--- src/shared/comm_fault_pkg.sv ---
package comm_fault_pkg;

	// ==========================================================
	// Timing
	localparam int CLK_PERIOD_NS = 4;
	localparam int TICK_MS = 100;
	localparam int TICK_NS = TICK_MS * 1000 * 1000;
	localparam int TICK_CYCLES_DEF = TICK_NS / CLK_PERIOD_NS;
	localparam int SAVE_PERIOD_S = 3600;
	localparam int HOUR_TICKS_DEF = SAVE_PERIOD_S * 1000 / TICK_MS;

	// ==========================================================
	// Widths and limits
	localparam int TICK_W = 25;
	localparam int HOUR_W = 16;
	localparam int WAIT_W = 14;
	localparam int COUNT_W = 16;
	localparam int SPEED_W = 16;
	localparam int CODE_W = 8;
	localparam logic [WAIT_W-1:0] WAIT_MAX = 14'h270e;
	localparam logic [COUNT_W-1:0] COUNT_MAX = 16'hffff;
	localparam logic [COUNT_W-1:0] COUNT_ONE = 16'h0001;

	// ==========================================================
	// Fault data codes
	localparam logic [CODE_W-1:0] LINE_FAULT_CODE = 8'ha1;
	// Arbitrary default for the link circuit fault code
	localparam logic [CODE_W-1:0] CIRC_FAULT_CODE_DEF = 8'h01;

	// ==========================================================
	// Modes and states
	typedef enum logic [1:0] {
		STOP_COAST = 2'b00,
		STOP_DECEL_TRIP = 2'b01,
		STOP_DECEL_RESUME = 2'b10,
		STOP_CONTINUE = 2'b11
	} stop_mode_t;

	typedef enum logic [2:0] {
		ST_RUN = 3'b000,
		ST_LINE_DECEL = 3'b001,
		ST_LINE_TRIP = 3'b010,
		ST_LINE_HOLD = 3'b011,
		ST_CIRC_DECEL = 3'b101,
		ST_CIRC_TRIP = 3'b110
	} ctrl_state_t;

endpackage

--- src/shared/comm_fault_if.sv ---
interface comm_fault_if;
	import comm_fault_pkg::*;

	logic line_err_s;
	logic [WAIT_W-1:0] wait_time;
	logic tick;
	logic expired;
	logic clear_req;
	logic [COUNT_W-1:0] nv_load;
	logic [COUNT_W-1:0] count;
	logic nv_save;
	logic [COUNT_W-1:0] nv_data;

	modport timer_mp (input line_err_s, input wait_time, output tick, output expired);
	modport counter_mp (input line_err_s, input tick, input clear_req, input nv_load,
		output count, output nv_save, output nv_data);
	modport ctrl_mp (output line_err_s, output wait_time, output clear_req, output nv_load,
		input tick, input expired, input count, input nv_save, input nv_data);

endinterface

--- src/hw/comm_fault_ctrl.sv ---
module comm_fault_ctrl #(
	parameter int unsigned TICK_CYCLES = comm_fault_pkg::TICK_CYCLES_DEF,
	parameter int unsigned HOUR_TICKS = comm_fault_pkg::HOUR_TICKS_DEF,
	parameter logic [comm_fault_pkg::CODE_W-1:0] CIRC_CODE = comm_fault_pkg::CIRC_FAULT_CODE_DEF
) (
	input wire logic ref_clk,
	input wire logic rstn,
	input wire logic line_err_pin,
	input wire logic circ_fault_pin,
	input wire logic other_fault,
	input wire logic net_mode,
	input wire logic [comm_fault_pkg::WAIT_W-1:0] error_wait_time,
	input wire comm_fault_pkg::stop_mode_t stop_mode_select,
	input wire logic motor_stopped,
	input wire logic count_clear,
	input wire logic [comm_fault_pkg::COUNT_W-1:0] nv_count_in,
	input wire logic run_cmd_in,
	input wire logic [comm_fault_pkg::SPEED_W-1:0] speed_cmd_in,
	output logic coast_cmd,
	output logic decel_cmd,
	output logic accel_restart,
	output logic alarm_output,
	output logic fault_bit,
	output logic line_error_fault,
	output logic circuit_fault_ind,
	output logic drive_trip,
	output logic comm_halt,
	output logic run_cmd_out,
	output logic [comm_fault_pkg::SPEED_W-1:0] speed_cmd_out,
	output logic hist_write,
	output logic hist_temp,
	output logic hist_restore,
	output logic [comm_fault_pkg::CODE_W-1:0] hist_code,
	output logic [comm_fault_pkg::COUNT_W-1:0] error_count_value,
	output logic nv_save,
	output logic [comm_fault_pkg::COUNT_W-1:0] nv_save_data
);
	import comm_fault_pkg::*;

	typedef struct packed {
		logic [1:0] le_sync;
		logic [1:0] cf_sync;
		ctrl_state_t st;
		stop_mode_t mode;
		logic coast;
		logic decel;
		logic restart;
		logic alarm;
		logic line_ind;
		logic circ_ind;
		logic trip;
		logic halt;
		logic run_cmd;
		logic [SPEED_W-1:0] speed;
		logic hist_wr;
		logic hist_tmp;
		logic hist_rst;
		logic [CODE_W-1:0] code;
	} ctrl_t;

	ctrl_t s_r, s_nxt;
	logic le;
	logic cf;
	logic trip_nxt;

	comm_fault_if lk();

	// ==========================================================
	// Submodules
	wait_timer #(
		.TICK_CYCLES(TICK_CYCLES)
	) u_wait (
		.ref_clk(ref_clk),
		.rstn(rstn),
		.lk(lk)
	);

	err_counter #(
		.HOUR_TICKS(HOUR_TICKS)
	) u_count (
		.ref_clk(ref_clk),
		.rstn(rstn),
		.lk(lk)
	);

	assign le = s_r.le_sync[1];
	assign cf = s_r.cf_sync[1];
	assign lk.line_err_s = le;
	assign lk.wait_time = (error_wait_time > WAIT_MAX) ? WAIT_MAX : error_wait_time;
	assign lk.clear_req = count_clear;
	assign lk.nv_load = nv_count_in;

	// ==========================================================
	// Reaction sequencer
	always_comb begin
		s_nxt = s_r;
		s_nxt.le_sync = {s_r.le_sync[0], line_err_pin};
		s_nxt.cf_sync = {s_r.cf_sync[0], circ_fault_pin};
		s_nxt.restart = 1'b0;
		s_nxt.hist_wr = 1'b0;
		s_nxt.hist_tmp = 1'b0;
		s_nxt.hist_rst = 1'b0;
		// Command frozen while the link is bad, reused on restart
		if (s_r.st == ST_RUN && !le) begin
			s_nxt.run_cmd = run_cmd_in;
			s_nxt.speed = speed_cmd_in;
		end
		unique case (s_r.st)
			ST_RUN: begin
				if (cf && net_mode) begin
					if (stop_mode_select inside {STOP_COAST, STOP_CONTINUE}) begin
						s_nxt.st = ST_CIRC_TRIP;
					end else begin
						s_nxt.st = ST_CIRC_DECEL;
					end
				end else if (lk.expired && net_mode) begin
					s_nxt.mode = stop_mode_select;
					unique case (stop_mode_select)
						STOP_COAST: begin
							s_nxt.st = ST_LINE_TRIP;
						end
						STOP_DECEL_TRIP: begin
							s_nxt.st = ST_LINE_DECEL;
						end
						STOP_DECEL_RESUME: begin
							s_nxt.st = ST_LINE_DECEL;
							s_nxt.hist_tmp = 1'b1;
							s_nxt.code = LINE_FAULT_CODE;
						end
						STOP_CONTINUE: begin
							s_nxt.st = ST_RUN;
						end
					endcase
				end
			end
			ST_LINE_DECEL: begin
				if (s_r.mode == STOP_DECEL_RESUME && !le) begin
					s_nxt.st = ST_RUN;
					s_nxt.restart = 1'b1;
					s_nxt.hist_rst = 1'b1;
				end else if (motor_stopped) begin
					if (s_r.mode == STOP_DECEL_TRIP) begin
						s_nxt.st = ST_LINE_TRIP;
					end else begin
						s_nxt.st = ST_LINE_HOLD;
					end
				end
			end
			ST_LINE_HOLD: begin
				if (!le) begin
					s_nxt.st = ST_RUN;
					s_nxt.restart = 1'b1;
					s_nxt.hist_rst = 1'b1;
				end
			end
			ST_CIRC_DECEL: begin
				if (motor_stopped) begin
					s_nxt.st = ST_CIRC_TRIP;
				end
			end
			// Trips hold until drive reset, even if the link recovers
			ST_LINE_TRIP: begin
				s_nxt.st = ST_LINE_TRIP;
			end
			ST_CIRC_TRIP: begin
				s_nxt.st = ST_CIRC_TRIP;
			end
			default: begin
				s_nxt.st = ST_RUN;
			end
		endcase

		trip_nxt = (s_nxt.st == ST_LINE_TRIP) || (s_nxt.st == ST_CIRC_TRIP);
		if (trip_nxt && !s_r.alarm) begin
			s_nxt.hist_wr = 1'b1;
			s_nxt.code = (s_nxt.st == ST_LINE_TRIP) ? LINE_FAULT_CODE : CIRC_CODE;
		end
		// Trip states leave the output stage off
		s_nxt.coast = trip_nxt;
		// Deceleration follows the normal ramp; no separate error ramp
		s_nxt.decel = s_nxt.st inside {ST_LINE_DECEL, ST_LINE_HOLD, ST_CIRC_DECEL};
		s_nxt.alarm = trip_nxt;
		s_nxt.line_ind = (s_nxt.st == ST_LINE_TRIP);
		s_nxt.circ_ind = (s_nxt.st == ST_CIRC_TRIP);
		s_nxt.trip = trip_nxt || other_fault;
		s_nxt.halt = le || cf;
	end

	always_ff @(posedge ref_clk or negedge rstn) begin
		if (!rstn) begin
			s_r <= '0;
		end else begin
			s_r <= s_nxt;
		end
	end

	// ==========================================================
	// Outputs
	assign coast_cmd = s_r.coast;
	assign decel_cmd = s_r.decel;
	assign accel_restart = s_r.restart;
	assign alarm_output = s_r.alarm;
	assign fault_bit = s_r.alarm;
	assign line_error_fault = s_r.line_ind;
	assign circuit_fault_ind = s_r.circ_ind;
	assign drive_trip = s_r.trip;
	assign comm_halt = s_r.halt;
	assign run_cmd_out = s_r.run_cmd;
	assign speed_cmd_out = s_r.speed;
	assign hist_write = s_r.hist_wr;
	assign hist_temp = s_r.hist_tmp;
	assign hist_restore = s_r.hist_rst;
	assign hist_code = s_r.code;
	assign error_count_value = lk.count;
	assign nv_save = lk.nv_save;
	assign nv_save_data = lk.nv_data;
endmodule // comm_fault_ctrl

--- src/hw/wait_timer.sv ---
module wait_timer #(
	parameter int unsigned TICK_CYCLES = comm_fault_pkg::TICK_CYCLES_DEF
) (
	input wire logic ref_clk,
	input wire logic rstn,
	comm_fault_if.timer_mp lk
);
	import comm_fault_pkg::*;

	typedef struct packed {
		logic [TICK_W-1:0] pre;
		logic tick;
		logic [WAIT_W-1:0] cnt;
		logic expired;
	} timer_t;

	timer_t s_r, s_nxt;

	// ==========================================================
	// Tenth-second tick and wait measurement
	// Free-running tick: the wait may end up to one tick early
	always_comb begin
		s_nxt = s_r;
		s_nxt.tick = 1'b0;
		if (s_r.pre == TICK_W'(TICK_CYCLES - 1)) begin
			s_nxt.pre = '0;
			s_nxt.tick = 1'b1;
		end else begin
			s_nxt.pre = s_r.pre + 1'b1;
		end
		if (!lk.line_err_s) begin
			s_nxt.cnt = '0;
			s_nxt.expired = 1'b0;
		end else if (s_r.cnt >= lk.wait_time) begin
			s_nxt.expired = 1'b1;
		end else if (s_r.tick) begin
			s_nxt.cnt = s_r.cnt + 1'b1;
		end
	end

	always_ff @(posedge ref_clk or negedge rstn) begin
		if (!rstn) begin
			s_r <= '0;
		end else begin
			s_r <= s_nxt;
		end
	end

	assign lk.tick = s_r.tick;
	assign lk.expired = s_r.expired;
endmodule // wait_timer

--- src/hw/err_counter.sv ---
module err_counter #(
	parameter int unsigned HOUR_TICKS = comm_fault_pkg::HOUR_TICKS_DEF
) (
	input wire logic ref_clk,
	input wire logic rstn,
	comm_fault_if.counter_mp lk
);
	import comm_fault_pkg::*;

	typedef struct packed {
		logic loaded;
		logic prev_err;
		logic [COUNT_W-1:0] cnt;
		logic [HOUR_W-1:0] hr;
		logic save;
		logic [COUNT_W-1:0] nv_data;
	} counter_t;

	counter_t s_r, s_nxt;
	logic occur;

	// ==========================================================
	// Volatile count, hourly copy to nonvolatile store
	always_comb begin
		s_nxt = s_r;
		s_nxt.save = 1'b0;
		s_nxt.prev_err = lk.line_err_s;
		occur = lk.line_err_s && !s_r.prev_err;
		if (!s_r.loaded) begin
			s_nxt.loaded = 1'b1;
			s_nxt.cnt = lk.nv_load;
		end else begin
			if (lk.clear_req) begin
				s_nxt.cnt = '0;
			end
			// An occurrence in the clearing cycle still counts
			if (occur && lk.clear_req) begin
				s_nxt.cnt = COUNT_ONE;
			end else if (occur && s_r.cnt != COUNT_MAX) begin
				s_nxt.cnt = s_r.cnt + 1'b1;
			end
			if (lk.tick) begin
				if (s_r.hr == HOUR_W'(HOUR_TICKS - 1)) begin
					s_nxt.hr = '0;
					s_nxt.save = 1'b1;
					s_nxt.nv_data = s_r.cnt;
				end else begin
					s_nxt.hr = s_r.hr + 1'b1;
				end
			end
		end
	end

	always_ff @(posedge ref_clk or negedge rstn) begin
		if (!rstn) begin
			s_r <= '0;
		end else begin
			s_r <= s_nxt;
		end
	end

	assign lk.count = s_r.cnt;
	assign lk.nv_save = s_r.save;
	assign lk.nv_data = s_r.nv_data;
endmodule // err_counter

--- config.mk ---
export PLATFORM = sky130hd
export DESIGN_NAME = comm_fault_ctrl
export DESIGN_NICKNAME = d
export VERILOG_FILES = /design/src/shared/comm_fault_pkg.sv /design/src/shared/comm_fault_if.sv /design/src/hw/comm_fault_ctrl.sv /design/src/hw/wait_timer.sv /design/src/hw/err_counter.sv
export SDC_FILE = /design/constraint.sdc
export NUM_CORES = 1
export LEC_CHECK = 0
export BUFFER_PORTS_ARGS = -buffer_cell sky130_fd_sc_hd__buf_2
export CAP_MARGIN = 20
export CORE_UTILIZATION = 35
export DETAILED_ROUTE_END_ITERATION = 16
export GPL_ROUTABILITY_DRIVEN = 0
export HOLD_SLACK_MARGIN = 0.02
export PLACE_DENSITY = 0.6
export SLEW_MARGIN = 40
export SYNTH_ARGS = -nofsm -noshare
export SYNTH_HDL_FRONTEND = slang
export SYNTH_SLANG_ARGS = --single-unit
--- constraint.sdc ---
create_clock -name ref_clk -period 2.6 [get_ports ref_clk]
set_input_delay 0.26 -clock ref_clk [delete_from_list [all_inputs] [get_ports ref_clk]]
set_output_delay 0.26 -clock ref_clk [all_outputs]
set_load 0.05 [all_outputs]
After elaboration in Yosys (flattened, before gate mapping)
Index checks and enable logic that the tools add are counted.

Add/subtract/negate cells: 4. $lt $le $gt $ge: 2. Equality and inequality tests: 23. Muxes and demuxes: 39. Bitwise logic cells: 1. Reduce and logical (&&, ||, !) cells: 27.

Operators with widths (count): $mux W16 (5); $mux W17 (3); $mux W8 (6); $mux W14 (3); $add A16 B1 Y16 const B (2); $add A25 B1 Y25 const B (1); $eq A25 B25 Y1 const B (1); $mux W25 (1); $pmux W3 S6 (1); $eq A16 B16 Y1 const B (1); $ne A16 B16 Y1 const B (1); $mux W15 (1); $mux W3 (5); $add A14 B1 Y14 const B (1); $ge A14 B14 Y1 (1); $gt A14 B14 Y1 const B (1); $eq A3 B2 Y1 const B (4); $eq A3 B3 Y1 const B (4); $mux W1 (10); $pmux W3 S3 (1); $logic_and A1 B1 Y1 (8); $reduce_bool A2 Y1 (4); $eq A2 B2 Y1 const B (3); $eq A3 B1 Y1 const B (2); other kinds (17) (26).

Register bits after elaboration: 135. Word-level logic and storage cells: 122.

Depth between registers and ports, before layout
Depth after elaboration: 11. Depth in mapped cells: 14. Mapped depth without buffers: 12.

By module
Synthesis repeated with hierarchy kept, for this count alone.

Cells, all modules: 686. Area, all modules: 7076.8 um2.

By module, submodules not included: err_counter (instances 1, cells an instance 279, area an instance 2831.5 um2); wait_timer (instances 1, cells an instance 255, area an instance 2449.8 um2); comm_fault_ctrl (instances 1, cells an instance 152, area an instance 1795.5 um2).

Least setup slack after synthesis
No wires, ideal clock.

Path type: input port to flip-flop. Start: input error_wait_time[6] in the netlist's numbering. End: register u_wait.s_r[14] in the netlist's numbering. Setup time: 0.078 ns. Data arrival time: 2.578 ns. Required time: 2.522 ns. Setup slack: -0.056 ns. Cell stages on the path: 13. Cell sequence: nor4_1 -> a21oi_1 -> nor3_1 -> nand2b_1 -> and2_1 -> ha_1 -> nand2b_1 -> a21o_1 -> nand3_1 -> nand3_1 -> buf_2 -> or4_1 -> a21oi_1.

Cells in the longest elaborated chain, start to end: 5.

RTL lines: from (decl) (RTL line comm_fault_ctrl.sv:12) `input wire logic [comm_fault_pkg::WAIT_W-1:0] error_wait_time,`; $gt A14 B14 Y1 (RTL line comm_fault_ctrl.sv:89) `assign lk.wait_time = (error_wait_time > WAIT_MAX) ? WAIT_MAX : error_wait_time;`; $mux W14 (*) (RTL line comm_fault_ctrl.sv:89); $ge A14 B14 Y1 (*) (RTL line wait_timer.sv:34) `end else if (s_r.cnt >= lk.wait_time) begin`; $ne A2 B2 Y1 (no line) (*); $reduce_and A2 Y1 (no line) (*); to (signal assigned) (RTL line wait_timer.sv:45) `s_r <= s_nxt;`; to (decl) (RTL line wait_timer.sv:17) `timer_t s_r, s_nxt;`.

Every way passes the cells marked *; elsewhere a longest branch is shown, timed or not. A chain may end at the register's enable or synchronous reset.

Final worst setup path
Start: input error_wait_time[6] in the netlist's numbering. End: register u_wait.s_r[10] in the netlist's numbering.

Same word-level chain as after synthesis.

==> results.toml <==
[clocking]
cts_tree = "done"
cts.sinks = 129
numCtsBuffers = 17
cts-root-buf = "clkbuf_16"
post_cts_buffers = 0
clk_latency_ns = 0.41
clk_path_buf_depth = 2
path_clk_slew_ns = 0.05
h-tree-depth = 4

[placement]
port_buffers = 121
placed_cells_incl_taps = 941
hpwlAfterDp_um = 9460

[layout]
syn2layout_area_growth_pct = 19.8
drive_gt1_share_pct = 30.9
utilization_pct = 43.4
num_antenna_cells = 0
nets = 811
fin_cells = 976
n_fill_cell = 1729

[synth]
yosysMostFrequentCell = "dfrtp_1"
ys.flop_type = "dfrtp_1"
avgSynthCellArea_um2 = 10.4
ys_top_cells_by_area = "dfrtp_1 49%, buf_4 6.9%, mux2_2 6.3%, xor2_1 3.9%, ha_1 3.8%"
netlist.area_leader.share_pct = 49.0
synth_edf_count = 0
synth_common_cells = "129 x dfrtp_1, 61 x buf_4, 52 x nor2_1"
synth_area_um2 = 6590
ys_ff_latch = 129
ys_warn_count = 0
yosys.cell_types.count = 52
ys_seq_area_share_pct = 49.0
syn_inst = 635
async_flop_share_pct = 100
synth_top_area_cell = "dfrtp_1"

[global_routing]
antenna_found_initial = 0
grt.overflow.total = 0
grt_max_degree = 59
track_usage_pct = 14.5
grt_pass1_wl_um = 22600
grt_pass1_vias = 4624

[power_and_ir_drop]
ir_worst_vdd_mv = 0.489
p_leak_uw = 0.00380
power-per-cell-area_nw_per_um2 = 828

[worst_setup_path]
crit_required_ns = 2.93
startpoint_type = "primary input"
r2r_end = "u_wait.s_r[10]"
critPathMaxStageDelay_ns = 0.53
path_cells = "buf_2 > nor4_2 > a21oi_1 > nor3_2 > nand2b_4 > nand2_1 > ha_1 > nand4_1 > o221ai_1 > nand2_1 > nand3_4 > or4_1 > a21oi_1"
cp-end-kind = "flop"
slowest_stage = "or4_1"
worstSetupPathType = "in2reg"
reg2reg_setup_slack_ns = 0.31
worstPathArrival_ns = 2.72
reg2reg_depth = 7
crit_fanout = 11
r2r-start = "u_wait.s_r[13]"

[timing]
worst_pin_slew_ns = 0.588
max_slew_margin_pct = 60.2
slew_violations = 0
hold_violations = 0
holdWs_ns = 0.0367
setup_viol = 0
max_freq_mhz = 419
final.min_clock_period_ns = 2.38
fin_skew_ns = 0.00679
period_share_pct = 91.7

[die]
initial_core_util_pct = 36.2
die_area_um2 = 19400
fp.dieH_um = 139
rows = 49
pin_count = 127
core_um2 = 18200
chipWidth_um = 139

[drt]
drt_pass1_iterations = 12
vias_per_cell = 4.82
drcViolationCount = 8
drt_iter0_drc = 279
ant_nets = 0
vias = 4702
wire_per_inst_um = 13.5
drt-total-wl_um = 13200

[status]
violations = "DRC"
status = "complete, but fails checks"

[hold_path]
hold_path_class = "in2reg"
hold_path_depth = 2
holdCritStartpoint = "other_fault"
min_to = "drive_trip"

[flow_run]
max-cap-violations = 0
[power breakdown]
group / internal, uW / switching, uW / leakage, uW
Clock: 1650 / 857 / 0.000296
Combinational: 460 / 1180 / 0.00182
Sequential: 2230 / 156 / 0.00168
Total: 4340 / 2200 / 0.00380
[cell type report]
type	count	area (um^2)	area share [%]
flip-flops and latches	129	3230	40.9
multi-input cells	412	2820	35.7
repair buffers	150	853	10.8
clock buffers	22	464	5.88
well taps	229	287	3.63
clock inverters	10	158	2.00
inverters	24	90.1	1.14
[worst max-delay path, delay by kind of cell]
kind	cells	cell delay (ns)
adders and majority gates	1	0.31
buffers and inverters	1	0.11
and+or+nand+nor	8	1.63
AOI/OAI and AO/OA	3	0.41
[through the flow]
stage,total power (uW),cell area (um^2),setup TNS [ns],worst slack (ns)
after floorplan,3920,6650,0,0.0214
after global placement,4070,7240,-1.91,-0.227
after detailed placement,4080,7240,-2.75,-0.316
after CTS,6630,7890,0,0.133
after global routing,6810,7900,-0.000232,-0.000232
final,6540,7900,0,0.216
[state kept, by name (all words and copies together) (netlist names), 2 cells and up]
name and cells:
u_count.lk.count 16, s_nxt 2, hist_code 2, u_count.s_r 18
u_wait.s_r 39, s_r 5, speed_cmd_out 16, u_count.lk.nv_data 16
[layer usage]
layer | wire length, um | share of wire, % | vias to the layer above | global-route usage (%)
met5 | 0 | 0 | - | 0
met4 | 187 | 1.4 | 0 | 5.61
met2 | 6200 | 47 | 90 | 23.1
li1 | - | - | 2344 | -
met3 | 418 | 3.2 | 16 | 3.30
met1 | 6370 | 48 | 2252 | 19.0
[cell usage in the layout (no fill, tap or decap), types with 6 or more instances in the layout]
cell type | synthesis | layout
a21oi_1 | 20 | 20
and3_1 | 14 | 14
buf_2 | 2 | 120
buf_4 | 61 | 24
clkbuf_16 | 0 | 17
conb_1 | 2 | 6
dfrtp_1 | 129 | 129
ha_1 | 20 | 20
inv_1 | 23 | 23
mux2_2 | 37 | 37
nand2_1 | 50 | 50
nand3_1 | 34 | 32
nand4_1 | 21 | 21
nor2_1 | 52 | 51
nor3_1 | 7 | 6
o21ai_0 | 12 | 12
o22ai_1 | 11 | 11
o31ai_1 | 6 | 6
or3_1 | 6 | 6
xnor2_1 | 20 | 20
xor2_1 | 29 | 29
[how the worst max path moves through the flow]
stage	endpoint	slack [ns]	cells after the start	from
floorplan	u_wait.s_r[14]	0.02	13	error_wait_time[6]
global placement	u_wait.s_r[8]	-0.23	14	error_wait_time[6]
detailed placement	u_wait.s_r[8]	-0.32	14	error_wait_time[6]
CTS	u_wait.s_r[4]	0.13	14	error_wait_time[6]
global route	u_wait.s_r[9]	-0.0002	13	error_wait_time[6]
finish	u_wait.s_r[10]	0.22	13	error_wait_time[6]
[repair_timing]
item,4_1_cts,5_1_grt
setup endpoints to repair,0,9
resized for setup,0,3
endpoints found under the hold margin,58,0
hold buffers,3,0
[logic make-up (layout without fill, tap and decap cells)]
logic type	after synthesis	after routing	share of synthesized area, %
adders and majority gates	20	20	3.80
AOI/OAI and AO/OA	68	68	6.49
muxes	41	41	6.93
other	2	6	0.114
buffers and inverters	98	206	9.20
DFF	129	129	49.0
and+or+nand+nor	228	228	18.0
xor gates and xnor gates	49	49	6.51
No activity file was read; power rests on OpenSTA's default activity.
